$ cat src/hw/spc_cfg.svh
// Offsets, field positions, reset values and timing counts of the sleep and power control block.
`ifndef SPC_CFG_SVH
`define SPC_CFG_SVH

// ----------------------------------------------------------------------------
// Register byte offsets
// ----------------------------------------------------------------------------
`define SPC_OFF_SLEEP_CTL 8'h00
`define SPC_OFF_GATING 8'h04
`define SPC_OFF_CORE_CTL 8'h08
`define SPC_OFF_IN_DIS0 8'h0c
`define SPC_OFF_IN_DIS1 8'h10
`define SPC_OFF_ANALOG 8'h14
`define SPC_OFF_STATUS 8'h18

// ----------------------------------------------------------------------------
// Field positions and writable masks
// ----------------------------------------------------------------------------
`define SPC_SE_BIT 0
`define SPC_SM_LSB 1
`define SPC_SLEEP_MASK 8'h0f
`define SPC_GATING_MASK 8'h1f
`define SPC_GATE_CONV 0
`define SPC_GATE_USART 1
`define SPC_GATE_SPI 2
`define SPC_GATE_TIM16 3
`define SPC_GATE_LCD 4
`define SPC_JTD_BIT 7
`define SPC_ANA_CONV_EN 0
`define SPC_ANA_CMP_DIS 1
`define SPC_ANA_CMP_BG 2
`define SPC_BOD_OFF_CODE 3'h7

// ----------------------------------------------------------------------------
// Reset values
// ----------------------------------------------------------------------------
`define SPC_SLEEP_RST 8'h00
`define SPC_GATING_RST 8'h00

// ----------------------------------------------------------------------------
// Timing counts in clock cycles
// ----------------------------------------------------------------------------
`define SPC_WAKE_HALT_CYC 8'h04
`define SPC_STBY_WAKE_CYC 8'h06
`define SPC_DEEP_WAKE_CYC 8'h10

`endif

$ cat src/hw/spc_pkg.sv
// Types shared by the sleep and power control block.
`default_nettype none

package spc_pkg;

    typedef enum logic [1:0] {
        SPC_ST_ACTIVE = 2'h0,
        SPC_ST_SLEEP = 2'h1,
        SPC_ST_WAKE = 2'h3,
        SPC_ST_HALT = 2'h2
    } spc_fsm_t;

    typedef enum logic [2:0] {
        SPC_MODE_IDLE = 3'h0,
        SPC_MODE_NOISE = 3'h1,
        SPC_MODE_PDOWN = 3'h2,
        SPC_MODE_PSAVE = 3'h3,
        SPC_MODE_STBY = 3'h6
    } spc_mode_t;

    typedef struct packed {
        logic wr;
        logic rd;
        logic [7:0] addr;
        logic [7:0] wdata;
    } spc_req_t;

    typedef struct packed {
        logic cpu_clk;
        logic flash_clk;
        logic io_clk;
        logic conv_clk;
        logic osc_run;
        logic lcd_clk;
        logic tim16_clk;
        logic spi_clk;
        logic usart_clk;
    } spc_clk_t;

    typedef struct packed {
        logic [7:0] sleep_ctl;
        logic [7:0] gating;
        logic jtag_disable_bit;
        logic [7:0] in_dis0;
        logic [1:0] in_dis1;
        logic [2:0] analog;
        spc_fsm_t fsm;
        logic [2:0] mode;
        logic [7:0] cnt;
        logic conv_en_prev;
        spc_clk_t clk;
        logic conv_en;
        logic conv_ext;
        logic cmp_en;
        logic cmp_mux_ok;
        logic vref_en;
        logic bod_en;
        logic wdt_en;
        logic jtag_en;
        logic tdo;
        logic tdo_oe;
        logic cpu_halt;
        logic [7:0] port_buf;
        logic [7:0] conv_buf;
        logic [1:0] cmp_buf;
        logic [4:0] reg_block;
    } spc_state_t;

endpackage

`default_nettype wire

$ cat src/hw/spc_top.sv
// Sleep mode sequencing, peripheral clock gating and analog power control.
`timescale 1ns/1ns
`default_nettype none

`include "spc_cfg.svh"

module spc_top #(
    parameter logic [7:0] DEEP_WAKE_CYC = `SPC_DEEP_WAKE_CYC
) (
    input wire logic clk_i,
    input wire logic rst_i,
    input wire logic wb_cyc_i,
    input wire logic wb_stb_i,
    input wire logic wb_we_i,
    input wire logic [7:0] wb_adr_i,
    input wire logic [3:0] wb_sel_i,
    input wire logic [31:0] wb_dat_i,
    output logic [31:0] wb_dat_o,
    output logic wb_ack_o,
    input wire logic sleep_instr_i,
    input wire logic wake_irq_i,
    input wire logic conv_start_i,
    input wire logic [2:0] brownout_level_fuses_i,
    input wire logic debug_enable_fuse_i,
    input wire logic jtag_enable_fuse_i,
    input wire logic wdt_enable_i,
    input wire logic tap_shift_i,
    input wire logic tdo_data_i,
    input wire logic [7:0] wake_pin_mask_i,
    output logic cpu_clk_en_o,
    output logic flash_clk_en_o,
    output logic io_clk_en_o,
    output logic conv_clk_en_o,
    output logic osc_run_o,
    output logic lcd_clk_en_o,
    output logic tim16_clk_en_o,
    output logic spi_clk_en_o,
    output logic usart_clk_en_o,
    output logic conv_en_o,
    output logic conv_extended_o,
    output logic cmp_en_o,
    output logic cmp_mux_ok_o,
    output logic vref_en_o,
    output logic bod_en_o,
    output logic wdt_en_o,
    output logic jtag_en_o,
    output logic tdo_o,
    output logic tdo_oe_o,
    output logic cpu_halt_o,
    output logic [7:0] port_buf_en_o,
    output logic [7:0] conv_buf_en_o,
    output logic [1:0] cmp_buf_en_o,
    output logic [4:0] reg_block_o
);

    // ------------------------------------------------------------------------
    // Helpers
    // ------------------------------------------------------------------------

    function automatic logic mode_valid(input logic [2:0] m);
        return (m == spc_pkg::SPC_MODE_IDLE) || (m == spc_pkg::SPC_MODE_NOISE) ||
               (m == spc_pkg::SPC_MODE_PDOWN) || (m == spc_pkg::SPC_MODE_PSAVE) ||
               (m == spc_pkg::SPC_MODE_STBY);
    endfunction

    // Deep modes stop both the I/O and the converter clock.
    function automatic logic mode_deep(input logic [2:0] m);
        return (m == spc_pkg::SPC_MODE_PDOWN) || (m == spc_pkg::SPC_MODE_PSAVE) ||
               (m == spc_pkg::SPC_MODE_STBY);
    endfunction

    function automatic spc_pkg::spc_state_t rst_state();
        spc_pkg::spc_state_t s;
        s = '0;
        s.sleep_ctl = `SPC_SLEEP_RST;
        s.gating = `SPC_GATING_RST;
        s.fsm = spc_pkg::SPC_ST_ACTIVE;
        s.clk = '1;
        s.cmp_en = 1'b1;
        s.cmp_mux_ok = 1'b1;
        s.port_buf = 8'hff;
        s.conv_buf = 8'hff;
        s.cmp_buf = 2'h3;
        return s;
    endfunction

    // ------------------------------------------------------------------------
    // Bus front end and pin synchronisers
    // ------------------------------------------------------------------------

    spc_pkg::spc_req_t req;
    spc_pkg::spc_state_t q;
    spc_pkg::spc_state_t d;
    logic [7:0] rdata;
    logic [7:0] pins_s;
    logic [2:0] fuse_bod_s;
    logic fuse_dbg_s;
    logic fuse_jtag_s;
    logic wdt_s;
    logic tap_shift_s;
    logic tdo_s;

    spc_wb_slave u_bus (
        .clk_i(clk_i),
        .rst_i(rst_i),
        .wb_cyc_i(wb_cyc_i),
        .wb_stb_i(wb_stb_i),
        .wb_we_i(wb_we_i),
        .wb_adr_i(wb_adr_i),
        .wb_sel_i(wb_sel_i),
        .wb_dat_i(wb_dat_i),
        .rdata_i(rdata),
        .wb_dat_o(wb_dat_o),
        .wb_ack_o(wb_ack_o),
        .req_o(req)
    );

    spc_sync #(
        .W(8)
    ) u_sync (
        .clk_i(clk_i),
        .rst_i(rst_i),
        .async_i({brownout_level_fuses_i, debug_enable_fuse_i, jtag_enable_fuse_i, wdt_enable_i,
                  tap_shift_i, tdo_data_i}),
        .sync_o(pins_s)
    );

    assign fuse_bod_s = pins_s[7:5];
    assign fuse_dbg_s = pins_s[4];
    assign fuse_jtag_s = pins_s[3];
    assign wdt_s = pins_s[2];
    assign tap_shift_s = pins_s[1];
    assign tdo_s = pins_s[0];

    // ------------------------------------------------------------------------
    // Register read
    // ------------------------------------------------------------------------

    always_comb begin
        if (req.addr == `SPC_OFF_SLEEP_CTL) begin
            rdata = q.sleep_ctl;
        end else if (req.addr == `SPC_OFF_GATING) begin
            rdata = {3'h0, q.gating[4:0]};
        end else if (req.addr == `SPC_OFF_CORE_CTL) begin
            rdata = {q.jtag_disable_bit, 7'h00};
        end else if (req.addr == `SPC_OFF_IN_DIS0) begin
            rdata = q.in_dis0;
        end else if (req.addr == `SPC_OFF_IN_DIS1) begin
            rdata = {6'h00, q.in_dis1};
        end else if (req.addr == `SPC_OFF_ANALOG) begin
            rdata = {5'h00, q.analog};
        end else if (req.addr == `SPC_OFF_STATUS) begin
            rdata = {q.fsm, q.mode, q.conv_ext, q.vref_en, q.jtag_en};
        end else begin
            rdata = 8'h00;
        end
    end

    // ------------------------------------------------------------------------
    // Next state
    // ------------------------------------------------------------------------

    logic sleeping;
    logic keep_osc;
    logic conv_on;
    logic cmp_bg;
    logic cmp_off;

    always_comb begin
        d = q;
        sleeping = 1'b0;
        keep_osc = 1'b0;
        conv_on = 1'b0;
        cmp_bg = 1'b0;
        cmp_off = 1'b0;

        // Register writes.
        if (req.wr) begin
            if (req.addr == `SPC_OFF_SLEEP_CTL) begin
                d.sleep_ctl = req.wdata & `SPC_SLEEP_MASK;
            end else if (req.addr == `SPC_OFF_GATING) begin
                d.gating = req.wdata & `SPC_GATING_MASK;
            end else if (req.addr == `SPC_OFF_CORE_CTL) begin
                d.jtag_disable_bit = req.wdata[`SPC_JTD_BIT];
            end else if (req.addr == `SPC_OFF_IN_DIS0) begin
                d.in_dis0 = req.wdata;
            end else if (req.addr == `SPC_OFF_IN_DIS1) begin
                d.in_dis1 = req.wdata[1:0];
            end else if (req.addr == `SPC_OFF_ANALOG) begin
                d.analog = req.wdata[2:0];
            end
        end

        // Sleep sequencer.
        case (q.fsm)
            spc_pkg::SPC_ST_ACTIVE: begin
                if (sleep_instr_i && q.sleep_ctl[`SPC_SE_BIT] &&
                    mode_valid(q.sleep_ctl[`SPC_SM_LSB +: 3])) begin
                    d.fsm = spc_pkg::SPC_ST_SLEEP;
                    d.mode = q.sleep_ctl[`SPC_SM_LSB +: 3];
                end
            end
            spc_pkg::SPC_ST_SLEEP: begin
                if (wake_irq_i) begin
                    d.fsm = spc_pkg::SPC_ST_WAKE;
                    if (q.mode == spc_pkg::SPC_MODE_STBY) begin
                        d.cnt = `SPC_STBY_WAKE_CYC - 8'h01;
                    end else if (mode_deep(q.mode)) begin
                        d.cnt = DEEP_WAKE_CYC - 8'h01;
                    end else begin
                        d.cnt = 8'h00;
                    end
                end
            end
            spc_pkg::SPC_ST_WAKE: begin
                if (q.cnt == 8'h00) begin
                    d.fsm = spc_pkg::SPC_ST_HALT;
                    d.cnt = `SPC_WAKE_HALT_CYC - 8'h01;
                end else begin
                    d.cnt = q.cnt - 8'h01;
                end
            end
            spc_pkg::SPC_ST_HALT: begin
                if (q.cnt == 8'h00) begin
                    d.fsm = spc_pkg::SPC_ST_ACTIVE;
                end else begin
                    d.cnt = q.cnt - 8'h01;
                end
            end
            default: begin
                d.fsm = spc_pkg::SPC_ST_ACTIVE;
            end
        endcase

        sleeping = (d.fsm == spc_pkg::SPC_ST_SLEEP);

        // JTAG and debug clock keep-alive.
        d.jtag_en = fuse_jtag_s && !d.jtag_disable_bit;
        keep_osc = fuse_dbg_s && d.jtag_en;
        d.tdo = tdo_s;
        d.tdo_oe = d.jtag_en && tap_shift_s;

        // Clock domains.
        d.clk.cpu_clk = (d.fsm == spc_pkg::SPC_ST_ACTIVE);
        d.clk.flash_clk = (d.fsm == spc_pkg::SPC_ST_ACTIVE);
        d.clk.io_clk = !(sleeping && (d.mode != spc_pkg::SPC_MODE_IDLE));
        d.clk.conv_clk = !(sleeping && mode_deep(d.mode)) && !d.gating[`SPC_GATE_CONV];
        d.clk.osc_run = !(sleeping && ((d.mode == spc_pkg::SPC_MODE_PDOWN) ||
                                       (d.mode == spc_pkg::SPC_MODE_PSAVE))) || keep_osc;
        d.clk.lcd_clk = !d.gating[`SPC_GATE_LCD];
        d.clk.tim16_clk = d.clk.io_clk && !d.gating[`SPC_GATE_TIM16];
        d.clk.spi_clk = d.clk.io_clk && !d.gating[`SPC_GATE_SPI];
        d.clk.usart_clk = d.clk.io_clk && !d.gating[`SPC_GATE_USART];
        d.reg_block = d.gating[4:0];
        d.cpu_halt = (d.fsm != spc_pkg::SPC_ST_ACTIVE);

        // Converter, comparator and reference.
        conv_on = d.analog[`SPC_ANA_CONV_EN] && !d.gating[`SPC_GATE_CONV];
        d.conv_en = conv_on;
        d.conv_en_prev = conv_on;
        if (conv_on && !q.conv_en_prev) begin
            d.conv_ext = 1'b1;
        end else if (conv_start_i) begin
            d.conv_ext = 1'b0;
        end
        cmp_off = d.analog[`SPC_ANA_CMP_DIS];
        cmp_bg = d.analog[`SPC_ANA_CMP_BG] && !cmp_off;
        d.cmp_en = !cmp_off && (!sleeping || !mode_deep(d.mode));
        d.cmp_mux_ok = !d.gating[`SPC_GATE_CONV];
        d.bod_en = (fuse_bod_s != `SPC_BOD_OFF_CODE);
        d.vref_en = d.bod_en || cmp_bg || conv_on;
        d.wdt_en = wdt_s;

        // Digital input buffers.
        d.port_buf = (sleeping && mode_deep(d.mode)) ? wake_pin_mask_i : 8'hff;
        d.conv_buf = (sleeping && mode_deep(d.mode)) ? 8'h00 : ~d.in_dis0;
        d.cmp_buf = (sleeping && mode_deep(d.mode)) ? 2'h0 : ~d.in_dis1;
    end

    always_ff @(posedge clk_i) begin
        if (rst_i) begin
            q <= rst_state();
        end else begin
            q <= d;
        end
    end

    // ------------------------------------------------------------------------
    // Outputs
    // ------------------------------------------------------------------------

    assign cpu_clk_en_o = q.clk.cpu_clk;
    assign flash_clk_en_o = q.clk.flash_clk;
    assign io_clk_en_o = q.clk.io_clk;
    assign conv_clk_en_o = q.clk.conv_clk;
    assign osc_run_o = q.clk.osc_run;
    assign lcd_clk_en_o = q.clk.lcd_clk;
    assign tim16_clk_en_o = q.clk.tim16_clk;
    assign spi_clk_en_o = q.clk.spi_clk;
    assign usart_clk_en_o = q.clk.usart_clk;
    assign conv_en_o = q.conv_en;
    assign conv_extended_o = q.conv_ext;
    assign cmp_en_o = q.cmp_en;
    assign cmp_mux_ok_o = q.cmp_mux_ok;
    assign vref_en_o = q.vref_en;
    assign bod_en_o = q.bod_en;
    assign wdt_en_o = q.wdt_en;
    assign jtag_en_o = q.jtag_en;
    assign tdo_o = q.tdo;
    assign tdo_oe_o = q.tdo_oe;
    assign cpu_halt_o = q.cpu_halt;
    assign port_buf_en_o = q.port_buf;
    assign conv_buf_en_o = q.conv_buf;
    assign cmp_buf_en_o = q.cmp_buf;
    assign reg_block_o = q.reg_block;

endmodule

`default_nettype wire

$ cat src/hw/spc_sync.sv
// Three-stage input synchroniser that updates once the last two stages agree.
`timescale 1ns/1ns
`default_nettype none

module spc_sync #(
    parameter int W = 8
) (
    input wire logic clk_i,
    input wire logic rst_i,
    input wire logic [W-1:0] async_i,
    output logic [W-1:0] sync_o
);

    logic [W-1:0] s1_q;
    logic [W-1:0] s2_q;
    logic [W-1:0] s3_q;

    always_ff @(posedge clk_i) begin
        if (rst_i) begin
            s1_q <= '0;
            s2_q <= '0;
            s3_q <= '0;
            sync_o <= '0;
        end else begin
            s1_q <= async_i;
            s2_q <= s1_q;
            s3_q <= s2_q;
            for (int i = 0; i < W; i++) begin
                if (s2_q[i] == s3_q[i]) begin
                    sync_o[i] <= s3_q[i];
                end
            end
        end
    end

endmodule

`default_nettype wire

$ cat src/hw/spc_wb_slave.sv
// Classic Wishbone slave front end with one wait state and registered read data.
`timescale 1ns/1ns
`default_nettype none

module spc_wb_slave (
    input wire logic clk_i,
    input wire logic rst_i,
    input wire logic wb_cyc_i,
    input wire logic wb_stb_i,
    input wire logic wb_we_i,
    input wire logic [7:0] wb_adr_i,
    input wire logic [3:0] wb_sel_i,
    input wire logic [31:0] wb_dat_i,
    input wire logic [7:0] rdata_i,
    output logic [31:0] wb_dat_o,
    output logic wb_ack_o,
    output spc_pkg::spc_req_t req_o
);

    logic req_live;

    assign req_live = wb_cyc_i && wb_stb_i;

    // A write lands on the edge at which the master samples ack high.
    always_comb begin
        req_o.wr = req_live && wb_ack_o && wb_we_i && wb_sel_i[0];
        req_o.rd = req_live && !wb_ack_o && !wb_we_i;
        req_o.addr = wb_adr_i;
        req_o.wdata = wb_dat_i[7:0];
    end

    always_ff @(posedge clk_i) begin
        if (rst_i) begin
            wb_ack_o <= 1'b0;
            wb_dat_o <= 32'h0000_0000;
        end else begin
            wb_ack_o <= req_live && !wb_ack_o;
            if (req_o.rd) begin
                wb_dat_o <= {24'h00_0000, rdata_i};
            end
        end
    end

endmodule

`default_nettype wire

$ cat config.mk
export PLATFORM = sky130hd
export DESIGN_NAME = spc_top
export DESIGN_NICKNAME = d
export VERILOG_FILES = /design/src/hw/spc_pkg.sv /design/src/hw/spc_top.sv /design/src/hw/spc_sync.sv /design/src/hw/spc_wb_slave.sv
export VERILOG_INCLUDE_DIRS = /design/src /design/src/hw
export SDC_FILE = /design/constraint.sdc
export NUM_CORES = 1
export LEC_CHECK = 0
export BUFFER_PORTS_ARGS = -buffer_cell sky130_fd_sc_hd__buf_2
export CAP_MARGIN = 20
export CORE_MARGIN = 8
export CORE_UTILIZATION = 38
export DETAILED_ROUTE_END_ITERATION = 10
export GPL_TIMING_DRIVEN = 0
export PLACE_DENSITY = 0.65
export REMOVE_ABC_BUFFERS = 1
export SETUP_SLACK_MARGIN = 0.05
export SLEW_MARGIN = 20
export SYNTH_ARGS = -nofsm -noshare
export SYNTH_HDL_FRONTEND = slang
export SYNTH_SLANG_ARGS = --single-unit
export TNS_END_PERCENT = 1
$ cat constraint.sdc
create_clock -name clk_i -period 4.17 [get_ports clk_i]
set_clock_uncertainty 0.05 [all_clocks]
set_input_delay 0.6255 -clock clk_i [delete_from_list [all_inputs] [get_ports clk_i]]
set_output_delay 0.6255 -clock clk_i [all_outputs]
set_load 0.02 [all_outputs]
---- Yosys cells after proc, flatten, opt, wreduce, memory -nomap -nowiden ----
Index checks and enable logic that the tools add are counted.
operators by class
  $add $sub $neg .......................... 1
  equal/unequal tests ..................... 31
  mux-type cells .......................... 34
  bitwise gates (word level) .............. 3
  reductions and logical operators ........ 61
operators with widths
  operator               number
  $mux W8                12
  $mux W19               2
  $eq A8 B5 Y1 const B   3
  $pmux W8 S3            1
  $logic_and A1 B1 Y1    22
  $eq A3 B2 Y1 const B   6
  $eq A8 B4 Y1 const B   2
  $logic_not A8 Y1       2
  $logic_not A1 Y1       15
  $mux W5                3
  $mux W14               1
  $mux W13               1
  $logic_or A1 B1 Y1     12
  $mux W2                5
  $eq A3 B3 Y1 const B   3
  $mux W3                3
  $eq A1 B1 Y1           8
  $eq A8 B3 Y1 const B   1
  $mux W4                2
  $not A8 Y8             1
  $pmux W2 S4            1
  $sub A8 B1 Y8 const B  1
  $reduce_bool A3 Y1     2
  $eq A2 B1 Y1 const B   2
  13 further kinds       19
storage, ports and cells
  register bits ........................... 114
  input port bits ......................... 68
  output and inout port bits .............. 76
  word-level logic and storage cells ...... 174

---- Longest topological paths before layout ----
Gate-level depths: netlist of run 1.
  depth after elaboration ................. 14
  depth in mapped cells ................... 8
  gate-level depth less buffers ........... 7

---- Hierarchy ----
A second synthesis of run 1 with hierarchy kept.
second synthesis, totals
  cell total of the unflattened synthesis .. 545
  area total of the unflattened synthesis .. 5126.2 µm²
by module, submodules not included
  module        times used  cells each  area each (µm²)  sequential area each (µm²)
  spc_top       1           381         3493.4           1461.4
  spc_sync      1           83          923.4            640.6
  spc_wb_slave  1           81          709.4            180.2

---- Worst setup path before layout of run 1 ----
Ideal clock, no wire load.
  kind .................................... input to register
  from .................................... in wb_cyc_i
  to ...................................... reg q, in the netlist osc_run_o
  library setup time ...................... 0.122 ns
  data arrival time ....................... 1.723 ns
  data required time ...................... 3.998 ns
  slack ................................... 2.275 ns
  cell stages on the path ................. 6
  path buffers ............................ 1
  path through ............................ and3_1 nor2b_1 buf_2 nand4_1 mux2i_1 a311o_1
between the ends
  cells in the longest elaborated chain, start to end .. 9
RTL lines
  what                              line                source
  start: declaration                spc_top.sv:12       input wire logic wb_cyc_i,
  $logic_and A1 B1 Y1               spc_wb_slave.sv:22  assign req_live = wb_cyc_i && wb_stb_i;
  $logic_and A1 B1 Y1 (3 in a row)  spc_wb_slave.sv:26  req_o.wr = req_live && wb_ack_o && wb_we_i && wb_sel_i[0];
  $mux W19                          spc_top.sv:178      if (req.wr) begin
  $logic_not A1 Y1                  spc_top.sv:238      d.jtag_en = fuse_jtag_s && !d.jtag_disable_bit;
  $logic_and A1 B1 Y1               spc_top.sv:238
  $logic_and A1 B1 Y1               spc_top.sv:239      keep_osc = fuse_dbg_s && d.jtag_en;
  $logic_or A1 B1 Y1                spc_top.sv:249      (d.mode == spc_pkg::SPC_MODE_PSAVE))) || keep_osc;
  end signal: assignment            spc_top.sv:282      q <= rst_state();
  end: declaration                  spc_top.sv:92       spc_pkg::spc_state_t q;
Every way passes these cells.
A chain may end at the register's enable or synchronous reset.

---- Worst setup path in the final report of run 1 ----
  from .................................... reg q[44] (netlist bit)
  to ...................................... reg q, in the netlist conv_buf_en_o[3]
between the ends
  cells in the longest elaborated chain, start to end .. 6
  elaborated cells between the ends (all ways) .. 7
  those cells by class .................... eq/ne (1); mux (4); reduce/logical (2)
RTL lines
  what                        line                            source
  $logic_not A8 Y1 (*)        spc_top.sv:216, spc_top.sv:224
  $mux W2 (on tied branches)  spc_top.sv:224, spc_top.sv:216
  $pmux W2 S4 (*)             spc_top.sv:195                  case (q.fsm)
  $eq A2 B1 Y1 (*)            spc_top.sv:235                  sleeping = (d.fsm == spc_pkg::SPC_ST_SLEEP);
  $logic_and A1 B1 Y1 (*)     spc_top.sv:276                  d.conv_buf = (sleeping && mode_deep(d.mode)) ? 8'h00 : ~d.in_dis0;
  $mux W8 (*)                 spc_top.sv:276
Every way passes the cells marked *; elsewhere a longest branch is shown, timed or not.

==> results of run 1 <==
-- registers in the layout, indices dropped and copies added (netlist names), 8 cells and up --
register	cells
conv_buf_en_o	8
u_bus.wb_dat_o	8
port_buf_en_o	8
u_sync.s2_q	8
u_sync.s1_q	8
q	31
u_sync.s3_q	8
u_sync.sync_o	8
-- placed cells by master, fill, tap and decap left out, drive strengths merged, types with 4 or more instances in the layout --
cell type  count
a22o           7
nand2b        11
nand4          4
dfxtp        114
conb          24
nand3         11
buf           92
and3           6
bufinv         4
nor2b         34
clkbuf        21
nor2          47
a221oi         4
and2           4
nand2         36
mux2           4
clkinv         5
mux2i         19
a21oi         29
nor3          10
nor3b          4
o31ai          7
inv           13
o21ai         19
-- per-layer routing --
layer,vias up,global-route usage [%],share of wire [%]
li1,1759,-,-
met1,1634,16.5,46
met2,101,21.7,45
met3,16,6.16,6.9
met4,0,6.23,1.9
met5,-,0,0
-- power by group through the flow --
stage	logic (W)	registers, W	clock network, W
6_report	0.0000943	0.00111	0.00150
3_5_place_dp	0.0000934	0.00113	0
5_1_grt	0.000103	0.00111	0.00158
2_1_floorplan	0.0000455	0.00113	0
3_3_place_gp	0.0000924	0.00113	0
4_1_cts	0.0000936	0.00111	0.00153
-- logic make-up (layout without fill, tap and decap cells) --
kind of cell               count (synthesis)  in the layout  share of synthesized area [%]
xor gates and xnor gates                   2              2                          0.374
DFF                                      114            114                           48.7
AOI/OAI and AO/OA                         89             89                           13.3
other                                      1             24                         0.0799
muxes                                     23             23                           5.01
buffers and inverters                     79            137                           11.3
and+or+nand+nor                          179            179                           21.1
adders and majority gates                  1              1                          0.267
-- layout make-up --
type / count / area [sq um] / share of cell area [%]
flip-flops and latches: 114 / 2280 / 41.0
multi-input cells: 318 / 1970 / 35.5
repair buffers: 92 / 463 / 8.32
clock buffers: 21 / 450 / 8.10
well taps: 147 / 184 / 3.31
clock inverters: 11 / 160 / 2.88
inverters: 13 / 48.8 / 0.877
-- per-stage QoR --
step	setup slack [ns]	instances	power, W
global placement	0.547	684	0.00122
global route	1.41	716	0.00279
CTS	1.60	716	0.00273
floorplan	2.03	445	0.00117
detailed placement	1.24	684	0.00122
finish	1.71	716	0.00270
-- cells in the mapped netlist (3+ instances only) --
master	n	share of area (%)
dfxtp_1	114	49
mux2_2	4	0.96
nand3_1	11	1.2
o21ai_0	18	1.9
nor2b_1	34	4.5
o31ai_1	7	1.1
nand2b_1	11	1.5
a22o_2	3	0.64
buf_1	3	0.24
buf_4	50	8.0
inv_1	13	1.0
nor3_1	8	0.85
a21oi_1	27	2.9
a221o_1	3	0.64
and2_1	3	0.40
nand2_1	34	2.7
buf_6	4	0.96
a22o_1	4	0.75
and3_1	5	0.67
nor2_1	47	3.8
clkbuf_1	6	0.48
nand4_1	4	0.53
mux2i_1	19	4.1
-- worst paths after layout --
path	startpoint	slack [ns]	cells past startpoint	endpoint
setup / recovery	q[44]	1.71	7	conv_buf_en_o[3]
hold / removal	wake_pin_mask_i[1]	0.34	2	port_buf_en_o[1]
setup reg to reg	q[44]	1.71	7	conv_buf_en_o[3]
hold reg to reg	u_sync.s1_q[5]	0.38	1	u_sync.s2_q[5]
-- worst max-delay path: cells and delay by family, from the launching register on --
| family | cells | cell delay (ns) |
|---|---|---|
| and+or+nand+nor | 3 | 1.11 |
| AOI/OAI and AO/OA | 2 | 0.50 |
| DFF | 1 | 0.35 |
| adders and majority gates | 1 | 0.22 |
| buffers and inverters | 1 | 0.07 |
==> run_results.csv, run 1 <==
group,metric,value,unit
floorplanning,ios,144,
power,comb_power_share,3.5,%
clock_tree,clock_latency,0.41,ns
setup_path,slowest_delay,0.77,ns
power,p_int,0.00214,W
sta,fin_crit_sh,59.1,%
yosys,synth-main-ff-cell,"dfxtp_1",
floorplanning,core_area,12000,sq um
cells_and_area,fillers,1166,
placed_design,place_hpwl,7990,um
cells_and_area,drive_gt1_share,26.2,%
route,drc,0,
route,wirelength,11100,um
route,dr.pass1.iters,4,
cells_and_area,syn_to_final_growth,18.6,%
yosys,async_reset_ff_share,0,%
clock_tree,ctsLongestPathBuffers,2,
floorplanning,start_util,39.1,%
run_status,status,"finished clean",
grt,antenna_found_initial,0,
clock_tree,clk_pin_slew,0.05,ns
setup_path,critPathSlowestCell,"nor3b_4",
sta,max-slew-margin-rel,42.3,%
yosys,syn_inst,488,
hold_path,hp-class,"input port to flop",
sta,setup_viol,0,
route,final_antenna_net_count,0,
cells_and_area,final_util,46.3,%
placed_design,placed_cell_area,4950,sq um
placed_design,port_buffers,92,
setup_path,crit_chain,"inv_1, ha_1, nor2b_1, a41oi_1, o211ai_2, nor3b_4, nor2_1",
sta,worst_slew_pin_slew,0.865,ns
yosys,synth_area,4690,sq um
sta,final_max_slew_viol_count,0,
sta,setup_total_negative_slack,0,ns
yosys,synth_edf_count,0,
cells_and_area,design_area,5560,sq um
clock_tree,post_cts_resized,0,
clock_tree,cts_tree,"built",
yosys,ys_ff_latch,114,
clock_tree,hold_buffers,0,
power,p_per_area,485,nW/um^2
sta,fmax,0.406,GHz
power,clkPwrFrac,55.6,%
yosys,ys_seq_area_share,48.7,%
floorplanning,die-area,16200,sq um
route,vias_per_cell,4.90,
cells_and_area,nets,625,
sta,period_minus_slack,2.46,ns
route,num_vias,3510,
clock_tree,htreeDepth,4,
setup_path,endpoint_kind,"flop",
route,drtIter0Drc,206,
grt,grt_usage,14.1,%
placed_design,gp_congestion,0.864,
grt,grt_first_pass_wirelength,17700,um
route,wl_per_cell,15.5,um
grt,overflow,0,
floorplanning,die_h,127,um
sta,rsz0062_at_grt,"no",
yosys,ys_types,67,
power,ir_drop,0.241,mV
sta,holdWs,0.342,ns
clock_tree,cts.sinks,114,
yosys,postSynthAreaPerCell,9.61,sq um
job,drv_cap,0,
floorplanning,dieWidth,127,um
setup_path,worstPathRequired,4.38,ns
setup_path,critPathLaunchType,"flop",
grt,grt_pass1_vias,3428,
power,leakagePower,2.28,nW
grt,grt_max_degree,67,
floorplanning,rows,40,
setup_path,critPathKind,"flop to flop",
cells_and_area,insertedDiodeCount,0,
power,pwr-share-seq,41.0,%
sta,final_hold_viol_count,0,
clock_tree,cts_buffers,17,
power,p_switching,0.000562,W
clock_tree,cts_root_buf,"clkbuf_16",
setup_path,crit_fanout,20,
yosys,yosysWarnings,0,
setup_path,worstPathArrival,2.67,ns
power,switching_share,20.8,%
clock_tree,post_cts_buffers,0,
Power figures use the tool's default switching activity.
==> run 2, diff against run 1 <==
Clock period 4.17 ns to 2.3 ns, I/O delays scaled along.
==> run_results.csv, run 2 (same netlist as run 1, synthesis figures left out) <==
group,metric,value,unit
setup_path,path_delay_family,"compound AO/OA/AOI/OAI gates",
clock_tree,ctsLongestPathBuffers,2,
route,vias_per_cell,4.93,
power,leakagePower,2.30,nW
job,drv_cap,0,
clock_tree,clock_latency,0.41,ns
placed_design,place_hpwl,7990,um
setup_path,critPathKind,"flop to flop",
grt,grt_usage,14.5,%
setup_path,crit_fanout,10,
route,drc,0,
sta,setup_total_negative_slack,0,ns
cells_and_area,largest-register,"q",
sta,holdWs,0.0638,ns
setup_path,crit_buf_inv,2,
route,dr.pass1.iters,4,
cells_and_area,largest_register_ffs,31,
clock_tree,htreeDepth,4,
power,total_power,0.00490,W
grt,antenna_found_initial,0,
route,wirelength,11600,um
floorplanning,die-area,16200,sq um
clock_tree,cts.sinks,114,
power,ir_drop,0.435,mV
sta,fmax,0.483,GHz
route,num_vias,3547,
floorplanning,core_area,12000,sq um
cells_and_area,nets,628,
grt,overflow,0,
cells_and_area,fillers,1161,
setup_path,critPathSlowestCell,"a41oi_1",
sta,setup_viol,0,
clock_tree,cts_buffers,17,
route,wl_per_cell,16.1,um
setup_path,slowest_delay,0.39,ns
clock_tree,cts_tree,"built",
floorplanning,start_util,39.1,%
route,final_antenna_net_count,0,
grt,grt_max_degree,67,
cells_and_area,insertedDiodeCount,0,
sta,final_max_slew_viol_count,0,
cells_and_area,final_cell_mix,"114 x dfxtp_1, 91 x buf_2, 47 x nor2_1, 34 x nand2_1, 32 x nor2b_1",
sta,final_hold_viol_count,0,
sta,max-slew-margin-rel,55.1,%
cells_and_area,drive_gt1_share,27.1,%
sta,fin_crit_sh,90.0,%
cells_and_area,final_util,46.9,%
floorplanning,die_h,127,um
cells_and_area,final_common_cell,"dfxtp_1",
grt,grt_first_pass_wirelength,18100,um
power,p_per_area,869,nW/um^2
floorplanning,rows,40,
clock_tree,cts_root_buf,"clkbuf_16",
placed_design,gp_congestion,0.864,
sta,period_minus_slack,2.07,ns
clock_tree,hold_buffers,0,
placed_design,port_buffers,92,
setup_path,endpoint_kind,"flop",
placed_design,placed_cell_area,4950,sq um
run_status,status,"finished clean",
setup_path,worstPathArrival,2.31,ns
setup_path,crit_chain,"inv_1, ha_1, nor2b_2, a41oi_1, o211ai_4, nor3b_4, buf_12, nor2_1",
floorplanning,dieWidth,127,um
sta,worst_slew_pin_slew,0.674,ns
setup_path,critPathLaunchType,"flop",
cells_and_area,syn_to_final_growth,20.2,%
route,drtIter0Drc,152,
floorplanning,ios,144,
clock_tree,clk_pin_slew,0.05,ns
cells_and_area,design_area,5640,sq um
setup_path,worstPathRequired,2.54,ns
sta,rsz0062_at_grt,"no",
grt,grt_pass1_vias,3441,
hold_path,hp-class,"input port to flop",
run 2: routing by layer:
| layer | vias up | wire (um) | global-route usage (%) |
|---|---|---|---|
| li1 | 1769 | - | - |
| met1 | 1650 | 5130 | 17.0 |
| met2 | 118 | 5470 | 22.9 |
| met3 | 10 | 899 | 6.11 |
| met4 | 0 | 95 | 5.67 |
| met5 | - | 0 | 0 |
run 2: stage by stage:
stage	instances	setup WS, ns
after global routing	719	0.0812
final	719	0.230
after global placement	684	-1.04
after floorplan	445	0.158
after CTS	718	0.00906
after detailed placement	684	-0.349
run 2: worst paths after layout:
kind	slack [ns]	end	start	depth (start not counted)
setup / recovery	0.23	conv_buf_en_o[3]	q[44]	8
hold / removal	0.06	port_buf_en_o[1]	wake_pin_mask_i[1]	2
setup reg to reg	0.23	conv_buf_en_o[3]	q[44]	8
hold reg to reg	0.38	u_sync.s2_q[5]	u_sync.s1_q[5]	1
run 2: worst register-to-register path: cells and delay by family (launching register included):
kind | cells | cell delay [ns]
AOI/OAI and AO/OA | 2 | 0.59
and+or+nand+nor | 3 | 0.52
DFF | 1 | 0.35
buffers and inverters | 2 | 0.24
adders and majority gates | 1 | 0.22
run 2: final cells by class:
cell class / count / area, sq um / share of cell area [%]
Inverter: 13 / 48.8 / 0.866
Timing Repair Buffer: 94 / 503 / 8.92
Clock inverter: 11 / 160 / 2.84
Multi-Input combinational cell: 319 / 2010 / 35.6
Clock buffer: 21 / 450 / 7.99
Sequential cell: 114 / 2280 / 40.5
Tap cell: 147 / 184 / 3.26
run 2: report_power, final:
part,switching (W),internal (W),total (W)
Sequential,0.00000695,0.00200,0.00200
Combinational,0.000121,0.0000518,0.000173
Clock,0.000893,0.00183,0.00272
Total,0.00102,0.00388,0.00490
run 2: timing repair:
item | 4_1_cts | 5_1_grt
buffers inserted | 1 | 1
setup endpoints to repair | 22 | 28
hold endpoints to repair | 0 | 0
resized for setup | 1 | 4
gates cloned | 1 | 0
pin swaps | 1 | 1
==> run 3, diff against run 2 <==
Settings changed: ABC_AREA set to 0, CELL_PAD_IN_SITES_DETAIL_PLACEMENT set to 0, CELL_PAD_IN_SITES_GLOBAL_PLACEMENT set to 1, PLACE_DENSITY 0.65 to 0.81, SYNTH_HIERARCHICAL set to 1.
==> run_results.csv, run 3 <==
group,metric,value,unit
yosys,synth_commonest_cells,"114 x dfxtp_1, 69 x buf_4, 52 x a21oi_1, 34 x nor2b_1, 28 x nor2_1",
grt,antenna_found_initial,0,
route,drc,0,
clock_tree,cts_tree,"built",
cells_and_area,insertedDiodeCount,0,
clock_tree,cts_root_buf,"clkbuf_16",
clock_tree,clock_latency,0.41,ns
cells_and_area,final_common_cell,"dfxtp_1",
floorplanning,dieWidth,132,um
yosys,ys_top_cells_by_area,"dfxtp_1 45%, buf_4 10%, a21oi_1 5.1%",
route,drtIter0Drc,207,
yosys,postSynthAreaPerCell,9.41,sq um
power,p_switching,0.00106,W
placed_design,placed_cell_area,5250,sq um
floorplanning,core_area,13200,sq um
run_status,status,"finished clean",
yosys,synth_edf_count,0,
setup_path,critPathLaunchType,"flop",
route,wl_per_cell,16.2,um
route,vias_per_cell,5.03,
yosys,ys_seq_area_share,44.5,%
power,ir_drop,0.529,mV
sta,final_hold_viol_count,0,
grt,overflow,0,
yosys,async_reset_ff_share,0,%
route,dr.pass1.iters,4,
yosys,synth_area,5130,sq um
yosys,yosysMostFrequentCell,"dfxtp_1",
route,wirelength,12500,um
power,pwr-share-seq,41.0,%
cells_and_area,final_util,44.8,%
cells_and_area,final_cell_mix,"114 x dfxtp_1, 91 x buf_2, 52 x a21oi_1, 34 x nor2b_1, 27 x nor2_1",
placed_design,gp_congestion,0.837,
power,switching_share,21.7,%
cells_and_area,syn_to_final_growth,15.4,%
sta,rsz0062_at_grt,"yes",
sta,period_minus_slack,2.22,ns
floorplanning,ios,144,
setup_path,worstPathRequired,2.53,ns
power,leakagePower,2.28,nW
clock_tree,cts_buffers,17,
setup_path,crit_fanout,15,
clock_tree,htreeDepth,4,
cells_and_area,largest-register,"q",
floorplanning,die-area,17500,sq um
yosys,synth_top_cell_by_area,"dfxtp_1",
floorplanning,rows,42,
yosys,yosysWarnings,6,
placed_design,port_buffers,92,
cells_and_area,drive_gt1_share,24.7,%
yosys,syn_inst,545,
yosys,synth-main-ff-cell,"dfxtp_1",
power,p_per_area,826,nW/um^2
sta,fmax,0.450,GHz
setup_path,critPathKind,"flop to flop",
power,comb_power_share,4.4,%
power,total_power,0.00488,W
floorplanning,die_h,132,um
job,drv_cap,0,
clock_tree,post_cts_buffers,0,
setup_path,worstPathArrival,2.45,ns
power,p_int,0.00383,W
hold_path,hp-class,"input port to flop",
yosys,ys_ff_latch,114,
route,num_vias,3896,
yosys,synth_top_area_share,44.5,%
grt,grt_first_pass_wirelength,19900,um
power,clkPwrFrac,54.6,%
grt,grt_pass1_vias,3902,
floorplanning,start_util,38.9,%
sta,max-slew-margin-rel,40.8,%
cells_and_area,nets,655,
placed_design,place_hpwl,8710,um
sta,final_max_slew_viol_count,0,
sta,fin_crit_sh,96.6,%
route,final_antenna_net_count,0,
setup_path,endpoint_kind,"flop",
sta,worst_slew_pin_slew,0.885,ns
grt,grt_usage,14.1,%
sta,holdWs,0.0664,ns
grt,grt_max_degree,61,
cells_and_area,largest_register_ffs,36,
sta,setup_viol,0,
clock_tree,cts.sinks,114,
cells_and_area,design_area,5910,sq um
clock_tree,clk_pin_slew,0.06,ns
clock_tree,ctsLongestPathBuffers,2,
yosys,ys_types,70,
run 3: cell count changes in the layout (fill, tap and decap cells not counted), sizes merged, moves of 4 or more:
cell	before	now
a21oi	29	52
nor2	47	29
nand2	36	20
nand4	4	17
nand2b	11	21
nand3b	0	9
a22o	7	0
o31ai	7	14
and3	6	1
nand3	11	6
o21ai	19	15
run 3: final cells by class:
| type | count | area, sq um |
|---|---|---|
| timing repair buffer | 93 | 483 |
| clock buffer | 20 | 457 |
| inverter | 13 | 48.8 |
| sequential | 114 | 2280 |
| fill | 1278 | 7280 |
| multi-input combinational | 346 | 2270 |
| clock inverter | 12 | 158 |
| tap | 176 | 220 |
run 3: worst paths after layout:
check | from | endpoint | slack, ns | depth (start not counted)
hold reg to reg | u_sync/s1_q[7] | u_sync/s2_q[7] | 0.38 | 1
hold / removal | wake_pin_mask_i[6] | port_buf_en_o[6] | 0.07 | 2
setup reg to reg | q[56] | cmp_en_o | 0.08 | 4
setup / recovery | q[56] | cmp_en_o | 0.08 | 4
run 3: cells by family (layout without fill, tap and decap cells):
family	after synthesis	after routing	synth area share (%)
AOI/OAI and AO/OA	118	119	14.7
DFF	114	114	44.5
other	1	24	0.0732
buffers and inverters	109	138	14.1
adders and majority gates	2	2	0.488
muxes	22	22	4.42
and+or+nand+nor	179	179	21.6
run 3: timing repair:
action	in CTS	in global routing
setup endpoints to repair	26	23
pin swaps	1	1
hold buffers	0	0
gates cloned	0	1
gates resized for setup	5	3
run 3: power groups by stage:
stage / Combinational, W / Sequential, W / Clock [W]
CTS: 0.000210 / 0.00200 / 0.00273
floorplan: 0.000103 / 0.00205 / 0
finish: 0.000213 / 0.00200 / 0.00267
global route: 0.000232 / 0.00200 / 0.00280
global placement: 0.000200 / 0.00204 / 0
detailed placement: 0.000209 / 0.00205 / 0
run 3: per-layer routing:
layer / global-route usage (%) / up-vias / wire (um)
met5: 0 / - / 0
met4: 7.34 / 0 / 311
met3: 4.04 / 23 / 731
met2: 22.7 / 128 / 6100
met1: 16.9 / 1830 / 5380
li1: - / 1915 / -
run 3: stage by stage:
stage / cells / worst slack, ns / TNS (ns)
after floorplan: 472 / 0.272 / 0
after global placement: 740 / -0.399 / -11.35
after detailed placement: 741 / -0.277 / -5.37
after CTS: 773 / 0.0500 / 0
after global routing: 774 / -0.0582 / -0.472
final: 774 / 0.0793 / 0
run 3: critical path, stage by stage (launching register included):
cell and delay [ns]:
dfxtp_1 0.46, nand4bb_2 0.42, a211o_1 0.42, a32oi_2 0.59, a21oi_1 0.15
